<file path="src/shared/hlrfe_pkg.sv">
// Package of constants and types for the host link register front end
package hlrfe_pkg;

  // ----------------------------------------------------------------
  // Configuration space offsets
  // ----------------------------------------------------------------
  localparam logic [7:0]  CFG_BAR_OFS       = 8'h10;
  localparam logic [7:0]  CFG_ALIAS_OFS     = 8'hF8;
  localparam logic [7:0]  CFG_LINK_ENH_OFS  = 8'hD4;
  localparam logic [31:0] ALIAS_RESET       = 32'h0000_0000;
  localparam logic [31:0] BAR_RESET         = 32'h0000_0000;
  localparam logic [31:0] BAR_ADDR_MASK     = 32'hFFFF_F800;

  // ----------------------------------------------------------------
  // Memory map, 2K-byte window
  // ----------------------------------------------------------------
  localparam int          MEM_ADDR_W        = 11;
  localparam logic [10:0] OFS_VERSION       = 11'h000;
  localparam logic [10:0] OFS_ROM_ACCESS    = 11'h004;
  localparam logic [10:0] OFS_RETRY_LIMITS  = 11'h008;
  localparam logic [10:0] OFS_LOCK_DATA     = 11'h00C;
  localparam logic [10:0] OFS_LOCK_CMP      = 11'h010;
  localparam logic [10:0] OFS_LOCK_CTRL     = 11'h014;
  localparam logic [10:0] OFS_ROM_HEADER    = 11'h018;
  localparam logic [10:0] OFS_BUS_NAME      = 11'h01C;
  localparam logic [10:0] OFS_BUS_OPTION    = 11'h020;
  localparam logic [10:0] OFS_UID_UPPER     = 11'h024;
  localparam logic [10:0] OFS_UID_LOWER     = 11'h028;
  localparam logic [10:0] OFS_ROM_BASE      = 11'h034;
  localparam logic [10:0] OFS_POST_LO       = 11'h038;
  localparam logic [10:0] OFS_POST_HI       = 11'h03C;
  localparam logic [10:0] OFS_MAKER_ID      = 11'h040;
  localparam logic [10:0] OFS_HC_SET        = 11'h050;
  localparam logic [10:0] OFS_HC_CLR        = 11'h054;
  localparam logic [10:0] OFS_NODE_BUF      = 11'h064;
  localparam logic [10:0] OFS_NODE_COUNT    = 11'h068;
  localparam logic [10:0] OFS_CHHI_SET      = 11'h070;
  localparam logic [10:0] OFS_CHHI_CLR      = 11'h074;
  localparam logic [10:0] OFS_CHLO_SET      = 11'h078;
  localparam logic [10:0] OFS_CHLO_CLR      = 11'h07C;

  // Plain storage words kept in the small memory
  localparam int          STORE_DEPTH       = 8;
  localparam int          STORE_AW          = 3;

  // ----------------------------------------------------------------
  // Link enhancement control fields
  // ----------------------------------------------------------------
  localparam int          LEC_MPEG_BIT      = 10;
  localparam int          LEC_DV_BIT        = 8;
  localparam int          LEC_PRIO_BIT      = 7;
  localparam int          LEC_RSVD2_BIT     = 2;
  localparam int          LEC_ACCEL_BIT     = 1;
  localparam int          LEC_THR_LSB       = 12;
  localparam logic [31:0] LEC_WR_MASK       = 32'h0000_F586;
  localparam logic [31:0] LEC_RESET         = 32'h0000_0000;
  localparam logic [7:0]  FMT_MPEG          = 8'h20;
  localparam logic [7:0]  FMT_DV            = 8'h00;

  // Transmit threshold encodings
  typedef enum logic [1:0] {
    HLRFE_THR_4K   = 2'h0,
    HLRFE_THR_1K7  = 2'h1,
    HLRFE_THR_1K   = 2'h2,
    HLRFE_THR_512  = 2'h3
  } hlrfe_thr_e;

  // ----------------------------------------------------------------
  // Bus carriers
  // ----------------------------------------------------------------
  typedef struct packed {
    logic        valid;
    logic        write;
    logic [31:0] addr;
    logic [31:0] wdata;
  } hlrfe_req_s;

  typedef struct packed {
    logic        valid;
    logic        hit;
    logic [31:0] rdata;
  } hlrfe_rsp_s;

endpackage : hlrfe_pkg

</file>
<file path="src/hlrfe_store.sv">
// Small word store for the plain read/write host link registers
`timescale 1ns/1ns
module hlrfe_store (
  // Clock and reset
  input  wire logic                          clk,
  input  wire logic                          rst,
  // Write port
  input  wire logic                          we,
  input  wire logic [hlrfe_pkg::STORE_AW-1:0] waddr,
  input  wire logic [31:0]                   wdata,
  // Read port, registered data
  input  wire logic [hlrfe_pkg::STORE_AW-1:0] raddr,
  output logic      [31:0]                   rdata
);

  // Storage array
  logic [31:0] mem_reg [hlrfe_pkg::STORE_DEPTH];

  // Writes land on the clock edge after the request
  always_ff @(posedge clk or posedge rst)
  begin
    if (rst)
    begin
      for (int i = 0; i < hlrfe_pkg::STORE_DEPTH; i++)
        mem_reg[i] <= 32'h0000_0000;
      rdata <= 32'h0000_0000;
    end
    else
    begin
      if (we)
        mem_reg[waddr] <= wdata;
      rdata <= mem_reg[raddr];
    end
  end

endmodule : hlrfe_store

</file>
<file path="src/hlrfe_setclr.sv">
// One set/clear register pair with masked read option
`timescale 1ns/1ns
module hlrfe_setclr (
  // Clock and reset
  input  wire logic        clk,
  input  wire logic        rst,
  // Write strobes and data
  input  wire logic        set_we,
  input  wire logic        clr_we,
  input  wire logic [31:0] wdata,
  // Companion mask for masked reads
  input  wire logic [31:0] mask,
  // Shared contents and masked view
  output logic      [31:0] value,
  output logic      [31:0] masked
);

  logic [31:0] value_reg;
  logic [31:0] value_next;

  // Ones at set address set, ones at clear address clear
  assign value_next = set_we ? (value_reg | wdata) :
                      clr_we ? (value_reg & ~wdata) : value_reg;
  assign value      = value_reg;
  assign masked     = value_reg & mask;

  // Shared register
  always_ff @(posedge clk or posedge rst)
  begin
    if (rst)
      value_reg <= 32'h0000_0000;
    else
      value_reg <= value_next;
  end

endmodule : hlrfe_setclr

</file>
<file path="src/hlrfe_top.sv">
// Register front end of the host link controller
`timescale 1ns/1ns
module hlrfe_top (
  // Clock and reset
  input  wire logic                  CLK,
  input  wire logic                  RST,
  // Configuration space access
  input  wire hlrfe_pkg::hlrfe_req_s CFG_REQ,
  output hlrfe_pkg::hlrfe_rsp_s      CFG_RSP,
  // Memory space access
  input  wire hlrfe_pkg::hlrfe_req_s MEM_REQ,
  output hlrfe_pkg::hlrfe_rsp_s      MEM_RSP,
  // Read-only values from the link core
  input  wire logic [31:0]           VERSION_IN,
  input  wire logic [31:0]           BUS_NAME_IN,
  input  wire logic [31:0]           UID_UPPER_IN,
  input  wire logic [31:0]           UID_LOWER_IN,
  input  wire logic [31:0]           POST_LO_IN,
  input  wire logic [31:0]           POST_HI_IN,
  input  wire logic [31:0]           MAKER_ID_IN,
  input  wire logic [31:0]           NODE_COUNT_IN,
  // Transmit stream format code
  input  wire logic [7:0]            STREAM_FORMAT_CODE,
  // Controls to the link core
  output logic                       TIMESTAMP_ENH_ACTIVE,
  output logic                       PRIORITY_ARB_EN,
  output logic                       PHY_ACCEL_SUPPORT,
  output logic [1:0]                 TX_THRESHOLD,
  output logic                       CORE_RSVD_CTRL,
  output logic [31:0]                SUBSYSTEM_ID,
  output logic [31:0]                HOST_CTRL,
  output logic [31:0]                CHAN_MASK_HI,
  output logic [31:0]                CHAN_MASK_LO
);

  // ----------------------------------------------------------------
  // Configuration space registers
  // ----------------------------------------------------------------

  logic [31:0] lec_reg;         // Link enhancement control
  logic [31:0] lec_next;
  logic [31:0] alias_reg;       // Subsystem alias
  logic [31:0] alias_next;
  logic [31:0] bar_reg;         // Memory base address
  logic [31:0] bar_next;
  logic [31:0] cfg_rdata_reg;   // Registered config read data
  logic [31:0] cfg_rdata_next;
  logic        cfg_valid_reg;   // Config answer strobe
  logic        cfg_hit_reg;     // Config answer hit flag
  logic        cfg_hit_next;

  // Config decode
  wire logic [7:0] cfg_ofs   = CFG_REQ.addr[7:0];
  wire logic       cfg_wr    = CFG_REQ.valid & CFG_REQ.write;
  wire logic       cfg_lec   = (cfg_ofs == hlrfe_pkg::CFG_LINK_ENH_OFS);
  wire logic       cfg_alias = (cfg_ofs == hlrfe_pkg::CFG_ALIAS_OFS);
  wire logic       cfg_bar   = (cfg_ofs == hlrfe_pkg::CFG_BAR_OFS);

  // Only writable bits take new values; reserved read-only bits stay zero
  assign lec_next   = (cfg_wr & cfg_lec) ?
                      (CFG_REQ.wdata & hlrfe_pkg::LEC_WR_MASK) : lec_reg;
  assign alias_next = (cfg_wr & cfg_alias) ? CFG_REQ.wdata : alias_reg;
  assign bar_next   = (cfg_wr & cfg_bar) ?
                      (CFG_REQ.wdata & hlrfe_pkg::BAR_ADDR_MASK) : bar_reg;

  // Config read mux
  assign cfg_rdata_next = cfg_lec   ? lec_reg   :
                          cfg_alias ? alias_reg :
                          cfg_bar   ? bar_reg   : 32'h0000_0000;
  assign cfg_hit_next   = cfg_lec | cfg_alias | cfg_bar;

  // Config registers update one edge after the request
  always_ff @(posedge CLK or posedge RST)
  begin
    if (RST)
    begin
      lec_reg       <= hlrfe_pkg::LEC_RESET;
      alias_reg     <= hlrfe_pkg::ALIAS_RESET;
      bar_reg       <= hlrfe_pkg::BAR_RESET;
      cfg_rdata_reg <= 32'h0000_0000;
      cfg_valid_reg <= 1'b0;
      cfg_hit_reg   <= 1'b0;
    end
    else
    begin
      lec_reg       <= lec_next;
      alias_reg     <= alias_next;
      bar_reg       <= bar_next;
      cfg_rdata_reg <= cfg_rdata_next;
      cfg_valid_reg <= CFG_REQ.valid;
      cfg_hit_reg   <= cfg_hit_next;
    end
  end

  // Config answer
  assign CFG_RSP = '{valid: cfg_valid_reg, hit: cfg_hit_reg, rdata: cfg_rdata_reg};

  // ----------------------------------------------------------------
  // Link enhancement control outputs
  // ----------------------------------------------------------------

  wire logic mpeg_on = lec_reg[hlrfe_pkg::LEC_MPEG_BIT] &
                       (STREAM_FORMAT_CODE == hlrfe_pkg::FMT_MPEG);
  wire logic dv_on   = lec_reg[hlrfe_pkg::LEC_DV_BIT] &
                       (STREAM_FORMAT_CODE == hlrfe_pkg::FMT_DV);

  // Timestamp enhancement applies only to the matching stream format
  assign TIMESTAMP_ENH_ACTIVE = mpeg_on | dv_on;
  assign PRIORITY_ARB_EN      = lec_reg[hlrfe_pkg::LEC_PRIO_BIT];
  assign PHY_ACCEL_SUPPORT    = lec_reg[hlrfe_pkg::LEC_ACCEL_BIT];
  assign TX_THRESHOLD         = lec_reg[hlrfe_pkg::LEC_THR_LSB +: 2];
  // Passed through untouched; software is expected to keep it zero
  assign CORE_RSVD_CTRL       = lec_reg[hlrfe_pkg::LEC_RSVD2_BIT];
  assign SUBSYSTEM_ID         = alias_reg;

  // ----------------------------------------------------------------
  // Memory space decode
  // ----------------------------------------------------------------

  // Window hit against the base address
  wire logic        mem_in_win = MEM_REQ.valid &
    ((MEM_REQ.addr & hlrfe_pkg::BAR_ADDR_MASK) == bar_reg);
  wire logic [10:0] mem_ofs    = MEM_REQ.addr[hlrfe_pkg::MEM_ADDR_W-1:0];
  wire logic        mem_wr     = mem_in_win & MEM_REQ.write;

  // Pair strobes
  wire logic hc_set_we   = mem_wr & (mem_ofs == hlrfe_pkg::OFS_HC_SET);
  wire logic hc_clr_we   = mem_wr & (mem_ofs == hlrfe_pkg::OFS_HC_CLR);
  wire logic chhi_set_we = mem_wr & (mem_ofs == hlrfe_pkg::OFS_CHHI_SET);
  wire logic chhi_clr_we = mem_wr & (mem_ofs == hlrfe_pkg::OFS_CHHI_CLR);
  wire logic chlo_set_we = mem_wr & (mem_ofs == hlrfe_pkg::OFS_CHLO_SET);
  wire logic chlo_clr_we = mem_wr & (mem_ofs == hlrfe_pkg::OFS_CHLO_CLR);

  // Map a writable plain register offset onto a store index
  function automatic logic [hlrfe_pkg::STORE_AW:0] store_index(input logic [10:0] ofs);
    case (ofs)
      hlrfe_pkg::OFS_ROM_ACCESS:   store_index = 4'h8;
      hlrfe_pkg::OFS_RETRY_LIMITS: store_index = 4'h9;
      hlrfe_pkg::OFS_LOCK_DATA:    store_index = 4'hA;
      hlrfe_pkg::OFS_LOCK_CMP:     store_index = 4'hB;
      hlrfe_pkg::OFS_LOCK_CTRL:    store_index = 4'hC;
      hlrfe_pkg::OFS_ROM_HEADER:   store_index = 4'hD;
      hlrfe_pkg::OFS_BUS_OPTION:   store_index = 4'hE;
      hlrfe_pkg::OFS_ROM_BASE:     store_index = 4'hF;
      default:                     store_index = 4'h0;
    endcase
  endfunction : store_index

  // Node buffer pointer lives in its own register, kept out of the store
  wire logic [3:0] st_idx  = (mem_ofs == hlrfe_pkg::OFS_NODE_BUF) ? 4'h8 :
                             store_index(mem_ofs);
  wire logic       st_node = (mem_ofs == hlrfe_pkg::OFS_NODE_BUF);
  wire logic       st_hit  = st_idx[3] & ~st_node;

  // ----------------------------------------------------------------
  // Pair and store instances
  // ----------------------------------------------------------------

  logic [31:0] hc_val;
  logic [31:0] chhi_val;
  logic [31:0] chlo_val;
  logic [31:0] hc_msk;           // Clear-address read views
  logic [31:0] chhi_msk;
  logic [31:0] chlo_msk;
  logic [31:0] store_rdata;
  logic [31:0] node_buf_reg;     // Node report buffer pointer
  logic [31:0] node_buf_next;

  // Host controller pair
  hlrfe_setclr u_hc (
    .clk    (CLK),
    .rst    (RST),
    .set_we (hc_set_we),
    .clr_we (hc_clr_we),
    .wdata  (MEM_REQ.wdata),
    .mask   (32'hFFFF_FFFF),
    .value  (hc_val),
    .masked (hc_msk)
  );

  // Channel mask high pair
  hlrfe_setclr u_chhi (
    .clk    (CLK),
    .rst    (RST),
    .set_we (chhi_set_we),
    .clr_we (chhi_clr_we),
    .wdata  (MEM_REQ.wdata),
    .mask   (32'hFFFF_FFFF),
    .value  (chhi_val),
    .masked (chhi_msk)
  );

  // Channel mask low pair
  hlrfe_setclr u_chlo (
    .clk    (CLK),
    .rst    (RST),
    .set_we (chlo_set_we),
    .clr_we (chlo_clr_we),
    .wdata  (MEM_REQ.wdata),
    .mask   (32'hFFFF_FFFF),
    .value  (chlo_val),
    .masked (chlo_msk)
  );

  // Plain read/write words
  hlrfe_store u_store (
    .clk   (CLK),
    .rst   (RST),
    .we    (mem_wr & st_hit),
    .waddr (st_idx[2:0]),
    .wdata (MEM_REQ.wdata),
    .raddr (st_idx[2:0]),
    .rdata (store_rdata)
  );

  assign node_buf_next = (mem_wr & st_node) ? MEM_REQ.wdata : node_buf_reg;

  // ----------------------------------------------------------------
  // Memory read path
  // ----------------------------------------------------------------

  logic [31:0] mem_rdata_reg;   // Registered direct read data
  logic [31:0] mem_rdata_next;
  logic        mem_valid_reg;   // Memory answer strobe
  logic        mem_hit_reg;     // Access fell inside the window
  logic        mem_st_reg;      // Answer comes from the store

  // Direct read mux; reserved and unknown offsets read zero
  assign mem_rdata_next =
    (mem_ofs == hlrfe_pkg::OFS_VERSION)    ? VERSION_IN    :
    (mem_ofs == hlrfe_pkg::OFS_BUS_NAME)   ? BUS_NAME_IN   :
    (mem_ofs == hlrfe_pkg::OFS_UID_UPPER)  ? UID_UPPER_IN  :
    (mem_ofs == hlrfe_pkg::OFS_UID_LOWER)  ? UID_LOWER_IN  :
    (mem_ofs == hlrfe_pkg::OFS_POST_LO)    ? POST_LO_IN    :
    (mem_ofs == hlrfe_pkg::OFS_POST_HI)    ? POST_HI_IN    :
    (mem_ofs == hlrfe_pkg::OFS_MAKER_ID)   ? MAKER_ID_IN   :
    (mem_ofs == hlrfe_pkg::OFS_NODE_COUNT) ? NODE_COUNT_IN :
    (mem_ofs == hlrfe_pkg::OFS_NODE_BUF)   ? node_buf_reg  :
    // Clear addresses read the masked view; these pairs use an open mask
    (mem_ofs == hlrfe_pkg::OFS_HC_SET)     ? hc_val        :
    (mem_ofs == hlrfe_pkg::OFS_HC_CLR)     ? hc_msk        :
    (mem_ofs == hlrfe_pkg::OFS_CHHI_SET)   ? chhi_val      :
    (mem_ofs == hlrfe_pkg::OFS_CHHI_CLR)   ? chhi_msk      :
    (mem_ofs == hlrfe_pkg::OFS_CHLO_SET)   ? chlo_val      :
    (mem_ofs == hlrfe_pkg::OFS_CHLO_CLR)   ? chlo_msk      :
    32'h0000_0000;

  // Answer one edge after the request
  always_ff @(posedge CLK or posedge RST)
  begin
    if (RST)
    begin
      mem_rdata_reg <= 32'h0000_0000;
      mem_valid_reg <= 1'b0;
      mem_hit_reg   <= 1'b0;
      mem_st_reg    <= 1'b0;
      node_buf_reg  <= 32'h0000_0000;
    end
    else
    begin
      mem_rdata_reg <= mem_rdata_next;
      mem_valid_reg <= MEM_REQ.valid;
      mem_hit_reg   <= mem_in_win;
      mem_st_reg    <= st_hit;
      node_buf_reg  <= node_buf_next;
    end
  end

  assign MEM_RSP = '{valid: mem_valid_reg, hit: mem_hit_reg,
                     rdata: mem_hit_reg ? (mem_st_reg ? store_rdata : mem_rdata_reg)
                                        : 32'h0000_0000};

  // Pair contents to the link core
  assign HOST_CTRL    = hc_val;
  assign CHAN_MASK_HI = chhi_val;
  assign CHAN_MASK_LO = chlo_val;

  // ----------------------------------------------------------------
  // Assertions
  // ----------------------------------------------------------------

  lec_rsvd_zero_a : assert property (@(posedge CLK) disable iff (RST)
    (lec_reg & ~hlrfe_pkg::LEC_WR_MASK) == 32'h0000_0000)
    else $error("reserved link control bits not zero");

  mpeg_gate_a : assert property (@(posedge CLK) disable iff (RST)
    (lec_reg[hlrfe_pkg::LEC_MPEG_BIT] && STREAM_FORMAT_CODE == hlrfe_pkg::FMT_MPEG)
    |-> TIMESTAMP_ENH_ACTIVE)
    else $error("mpeg enhancement not active");

  dv_gate_a : assert property (@(posedge CLK) disable iff (RST)
    (!lec_reg[hlrfe_pkg::LEC_MPEG_BIT] && !lec_reg[hlrfe_pkg::LEC_DV_BIT])
    |-> !TIMESTAMP_ENH_ACTIVE)
    else $error("enhancement active while disabled");

  prio_write_a : assert property (@(posedge CLK) disable iff (RST)
    (cfg_wr && cfg_lec) |=> PRIORITY_ARB_EN == $past(CFG_REQ.wdata[7]))
    else $error("priority enable not written");

  accel_write_a : assert property (@(posedge CLK) disable iff (RST)
    (cfg_wr && cfg_lec) |=> PHY_ACCEL_SUPPORT == $past(CFG_REQ.wdata[1]))
    else $error("accel enable not written");

  alias_readback_a : assert property (@(posedge CLK) disable iff (RST)
    (cfg_wr && cfg_alias) ##1 !CFG_REQ.valid ##1
    (CFG_REQ.valid && !CFG_REQ.write && cfg_alias)
    |=> CFG_RSP.rdata == $past(CFG_REQ.wdata, 3))
    else $error("alias read back wrong");

  pair_set_a : assert property (@(posedge CLK) disable iff (RST)
    hc_set_we |=> (HOST_CTRL & $past(MEM_REQ.wdata)) == $past(MEM_REQ.wdata))
    else $error("set address did not set bits");

  pair_clear_a : assert property (@(posedge CLK) disable iff (RST)
    chlo_clr_we |=> (CHAN_MASK_LO & $past(MEM_REQ.wdata)) == 32'h0000_0000)
    else $error("clear address did not clear bits");

  answer_time_a : assert property (@(posedge CLK) disable iff (RST)
    MEM_REQ.valid |=> MEM_RSP.valid)
    else $error("memory answer late");

  cfg_answer_a : assert property (@(posedge CLK) disable iff (RST)
    CFG_REQ.valid |=> CFG_RSP.valid)
    else $error("config answer late");

  dv_on_a : assert property (@(posedge CLK) disable iff (RST)
    (lec_reg[hlrfe_pkg::LEC_DV_BIT] && STREAM_FORMAT_CODE == hlrfe_pkg::FMT_DV)
    |-> TIMESTAMP_ENH_ACTIVE)
    else $error("dv enhancement not active");

  alias_update_a : assert property (@(posedge CLK) disable iff (RST)
    (cfg_wr && cfg_alias) |=> SUBSYSTEM_ID == $past(CFG_REQ.wdata))
    else $error("alias write did not reach subsystem id");

  thr_write_a : assert property (@(posedge CLK) disable iff (RST)
    (cfg_wr && cfg_lec) |=> TX_THRESHOLD == $past(CFG_REQ.wdata[hlrfe_pkg::LEC_THR_LSB +: 2]))
    else $error("threshold field not written");

  pair_read_a : assert property (@(posedge CLK) disable iff (RST)
    (mem_in_win && !MEM_REQ.write && mem_ofs == hlrfe_pkg::OFS_CHHI_SET)
    |=> MEM_RSP.rdata == $past(CHAN_MASK_HI))
    else $error("pair read wrong");

  rsvd_read_a : assert property (@(posedge CLK) disable iff (RST)
    (mem_in_win && mem_ofs >= 11'h044 && mem_ofs <= 11'h04C)
    |=> MEM_RSP.rdata == 32'h0000_0000)
    else $error("reserved offset read not zero");

  window_miss_a : assert property (@(posedge CLK) disable iff (RST)
    (MEM_REQ.valid && !mem_in_win) |=> (!MEM_RSP.hit && MEM_RSP.rdata == 32'h0000_0000))
    else $error("access outside window answered");

endmodule : hlrfe_top

</file>
<file path="config.mk">
export PLATFORM = sky130hd
export DESIGN_NAME = hlrfe_top
export DESIGN_NICKNAME = d
export VERILOG_FILES = /design/src/shared/hlrfe_pkg.sv /design/src/hlrfe_store.sv /design/src/hlrfe_setclr.sv /design/src/hlrfe_top.sv
export SDC_FILE = /design/constraint.sdc
export NUM_CORES = 1
export LEC_CHECK = 0
export BUFFER_PORTS_ARGS = -buffer_cell sky130_fd_sc_hd__buf_2
export CORE_UTILIZATION = 30
export CTS_BUF_LIST = sky130_fd_sc_hd__clkbuf_16
export DETAILED_ROUTE_END_ITERATION = 10
export SYNTH_ARGS = -nofsm -noshare
export SYNTH_HDL_FRONTEND = slang
export SYNTH_HIERARCHICAL = 1
export SYNTH_SLANG_ARGS = --single-unit
</file>
<file path="constraint.sdc">
create_clock -name CLK -period 16.75 [get_ports CLK]
set_clock_uncertainty 0.05 [all_clocks]
set_input_delay 0.8375 -clock CLK [delete_from_list [all_inputs] [get_ports CLK]]
set_output_delay 0.8375 -clock CLK [all_outputs]
set_load 0.03 [all_outputs]
</file>
[Yosys cells after proc, flatten, opt, wreduce, memory -nomap -nowiden]
Index checks and enable logic that the tools add are counted.
Word-level totals
  input port bits: 398
  output and inout bits: 202
  register bits: 547
  word-level logic and storage cells: 121
Operators by class
  $lt $le $gt $ge: 2
  bitwise logic cells: 29
  muxes and demuxes: 34
  equality and inequality tests: 27
  reductions and logical operators: 6
Operators by type and width (count)
  $mux 32: 29
  $bwmux 256: 1
  $eq 11x7->1 const B: 9
  $and 32x32->32: 3
  $bmux 32 s3: 1
  $demux 32 s3: 1
  $or 32x32->32: 3
  $eq 11x6->1 const B: 6
  $eq 11x5->1 const B: 4
  $not 32->32: 1
  $pmux 4 s8: 1
  $eq 11x4->1 const B: 2
  $eq 21x21->1: 1
  $and 1x1->1: 17
  $eq 8x8->1 const B: 2
  $eq 11x3->1 const B: 1
  $logic_not 11->1: 1
  $eq 8x5->1 const B: 1
  $eq 8x6->1 const B: 1
  $logic_not 8->1: 1
  $reduce_bool 2->1: 3
  $ge 4x4->1 const B: 1
  $lt 4x1->1 const B: 1
  $mux 4: 1
  other kinds (4): 6

[Longest topological paths before layout]
  word-level depth: 16
  mapped depth: 14
  gate-level depth less buffers: 8

[By module]
The synthesis kept the hierarchy.
Modules (own cells, without submodules)
  hlrfe_store: instances 1, area an instance 12379.4 sq um, seq. area each 7206.9 sq um, cells an instance 698
  hlrfe_top: instances 1, area an instance 11439.7 sq um, seq. area each 4078.9 sq um, cells an instance 1221
  hlrfe_setclr: instances 3, area an instance 1453.9 sq um, seq. area each 800.8 sq um, cells an instance 135

[Least setup slack after synthesis]
No wires, ideal clock.
  path kind: in2reg
  start: input port MEM_REQ[35] (netlist name)
  end: register u_store/mem_reg[192] (netlist name)
  path buffers: 7
  data arrival time: 3.193 ns
  required time: 16.575 ns
  path slack: 13.382 ns
  cell stages on the path: 12
  library setup time: 0.125 ns
  cells stage by stage: buf_2 > buf_2 > clkbuf_1 > clkbuf_1 > o21ai_0 > o21ai_0 > and2_1 > buf_2 > nor4bb_1 > clkbuf_2 > buf_4 > mux2_2
On the way
  word-level cells in the longest chain between the ends: 9
  elaborated cells between the ends (all ways): 21
  classes of those cells: order compare: 2; eq/ne: 9; mux: 5; bitwise: 4; reduce/logical: 1
RTL lines
  start: declaration: line hlrfe_top.sv:11  | input wire hlrfe_pkg::hlrfe_req_s MEM_REQ,
  $eq 11x6->1, or another cell as far along: line hlrfe_top.sv:136  | case (ofs)
  $pmux 4 s8: line hlrfe_top.sv:136
  $mux 4 *: line hlrfe_top.sv:150  | wire logic [3:0] st_idx = (mem_ofs == hlrfe_pkg::OFS_NODE_BUF) ? 4'h8 :
  net st_idx[0]: line hlrfe_top.sv:150
  $not 3->4 (not written as such) *: line hlrfe_store.sv:31  | mem_reg[waddr] <= wdata;
  $ge 4x4->1 (not written as such) / $lt 4x1->1 (equally long branches): line hlrfe_store.sv:31
  $logic_and 1x1->1 (not written as such): line hlrfe_store.sv:31
  $mux 32 (not written as such): line hlrfe_store.sv:31
  $demux 32 s3 *: line hlrfe_store.sv:31
  $bwmux 256 *: line hlrfe_store.sv:31
  end signal: indexed assignment: line hlrfe_store.sv:31
  end: declaration: line hlrfe_store.sv:17  | logic [31:0] mem_reg [hlrfe_pkg::STORE_DEPTH];
The timed path passes the listed nets; every way through them passes the cells marked *.
A chain may end at the register's enable or synchronous reset.

[Worst setup path after layout]
  start: input port MEM_REQ[37] (netlist name)
  end: register u_store/mem_reg[138] (netlist name)
Same word-level chain as after synthesis.

==> key figures <==
Worst setup path
  • Data required time of the critical path: 17.20 ns
  • Startpoint types: input port
  • Reg-to-Reg Start: bar_reg[23]
  • Crit-path leading delay family: buffers and inverters
  • WS Path Type: in2reg
  • WP data arrival: 5.49 ns
  • R2r setup slk: 12.34 ns
  • CP max-delay cell: nand4b_1
  • Worst R2R End: u_store/mem_reg[138]
  • CP Capture Type: flip-flop
  • Worst Reg2Reg Path Length in Cells: 8
  • Max stage delay on crit path: 1.07 ns
  • Worst Path Buf+Inv: 4
  • Cell mode on critical path: buf_4
  • Peak fanout along the critical path: 40
  • Crit path cell chain: buf_2 > buf_4 > nor2b_1 > nor2_1 > nor3_1 > a21oi_1 > nor2_4 > buf_4 > nand4b_1 > buf_4 > mux2_2

Final layout
  • P&R area growth vs syn: 22.1%
  • Fin util: 0.369
  • Nets: 3336
  • Most frequent cells in the layout: buf_2, dfrtp_1, mux2_2
  • Final non-filler cell total: 4249
  • Layout cell share with drive strength beyond 1: 0.403
  • Commonest non-fill, non-tap cell in the layout: buf_2
  • Fin area: 34400 um2

Floorplan
  • Num ports: 600
  • Die Wd: 308 um
  • Core box area: 93200 um2
  • Die area: 95200 um2
  • Die H: 308 um
  • Site Rows: 112
  • Initial Util: 0.302

Placement
  • Dpl hpwl: 97300 um
  • Pre-CTS setup slack: 11.13 ns
  • Placed Area: 32500 um2
  • Routability cong.: 0.953
  • Placed cell count: 4130
  • # port buffers: 575

Timing
  • Unrepaired setup endpoints after global routing: no
  • Slew Limit Fails: 0
  • Worst-Margin Slew: 1.22 ns
  • Fmax: 0.198 GHz
  • Setup ws final: 11.71 ns
  • Final hold slack: 0.266 ns
  • Setup-failing EPs final: 0
  • Final hold violation count: 0
  • Final period utilization: 0.301
  • Worst slew margin: 0.183
  • Setup_tns: 0 ns
  • Minimum clock period: 5.04 ns

Clock tree
  • CTS resizes: 0
  • CTS tree: built
  • Root buf cell: clkbuf_16
  • CTS HTree Levels: 2
  • Cts hold-fix bufs: 0
  • Clock buffers created by TritonCTS: 60
  • Clk buf depth: 3
  • # clock sinks: 547
  • Clock slew at reported path FFs: 0.06 ns
  • Post-CTS setup buffer count: 0
  • Worst-Skew Late Latency: 0.68 ns

Logic synthesis
  • Synth Flop Type: dfrtp_1
  • Ys async rst share: 1.00
  • Sequential fraction of the synthesis area: 0.486
  • Avg Cell Area, Syn: 12.1 um2
  • Post-synthesis cell count: 2324
  • Yosys reg bits: 547
  • Mapped Area: 28200 um2
  • Ys Warns: 6
  • Number of flops mapped to enable cells by yosys: 0
  • Yosys cell types: 80

Routing
  • Vias per inst: 5.42
  • Wirelength per Cell: 30.8 um
  • Vias post-DR: 23020
  • Post-route ant nets: 0
  • 1st-pass router iterations: 6
  • # DRC: 0
  • Routed WL: 131000 um
  • 1st-iter DRT viols: 2492

Pwr
  • Power, Total: 2.82 mW
  • PwrDens: 81.9 nW/um2
  • Peak supply drop: 0.0831 mV
  • Leakage power: 16.6 nW

Global route
  • Largest net degree at the start of global routing: 138
  • All-layer global routing usage: 0.268
  • Initial antenna violation count: 45
  • Vias in the first global route: 22155
  • Total grt overflow: 0
  • First-pass GRT wire length: 177000 um

Worst hold path
  • Worst Hold Class: in2async

Job
  • Max Cap Violations: 0

Outcome
  • Outcome: finished clean
[cells in the mapped netlist, types with 21 or more instances]
master | instances | area (um2)
xor2_1 | 21 | 184
o22ai_1 | 56 | 350
and2_1 | 100 | 626
nor2b_1 | 43 | 269
nand2_1 | 215 | 807
nor3_1 | 21 | 105
a221oi_1 | 34 | 298
nor2_1 | 79 | 297
mux2_2 | 374 | 4210
buf_4 | 37 | 278
a22o_1 | 114 | 998
a21oi_1 | 105 | 526
dfrtp_1 | 547 | 13700
buf_2 | 67 | 335
mux2i_1 | 64 | 641
o21ai_0 | 53 | 265
mux4_2 | 69 | 1550
clkbuf_1 | 38 | 143
[power breakdown]
part	internal, mW	switching (mW)	leakage (nW)
clock network	0.700	0.577	0.967
registers	1.33	0.00392	7.63
logic	0.0592	0.152	7.99
[cell type report]
cell class	instances	area [um2]
Fill cell	9266	58800
Multi-Input combinational cell	1689	13900
Sequential cell	547	13700
Timing Repair Buffer	630	3290
Tap cell	1254	1570
Clock buffer	60	1500
Clock inverter	51	364
Inverter	10	50.0
Antenna cell	8	20.0
[metal layers]
layer	vias up	track usage	wire (um)
met5	-	0	264
li1	9794	-	-
met2	1259	0.425	59800
met1	11631	0.335	51500
met4	42	0.107	5750
met3	294	0.0899	13400
[cell families after synthesis]
family                    Yosys count  share of synthesized area
AOI/OAI and AO/OA                 462                      0.116
muxes                             541                      0.251
and+or+nand+nor                   568                      0.103
other                               1                   0.000133
buffers and inverters             183                     0.0375
xor gates and xnor gates           22                    0.00684
DFF                               547                      0.486
[how the worst max path moves through the flow]
stage          cells after the start                    to  slack, ns        start
6_report                          11  u_store/mem_reg[138]      11.71  MEM_REQ[37]
5_1_grt                           11  u_store/mem_reg[140]      11.57  MEM_REQ[37]
4_1_cts                           11  u_store/mem_reg[138]      11.80  MEM_REQ[37]
3_5_place_dp                      11  u_store/mem_reg[138]      11.13  MEM_REQ[37]
3_3_place_gp                      11  u_store/mem_reg[138]      11.23  MEM_REQ[37]
2_1_floorplan                      1    u_store/mem_reg[0]       7.91          RST
Note: power is estimated with default switching activity, not from simulation.
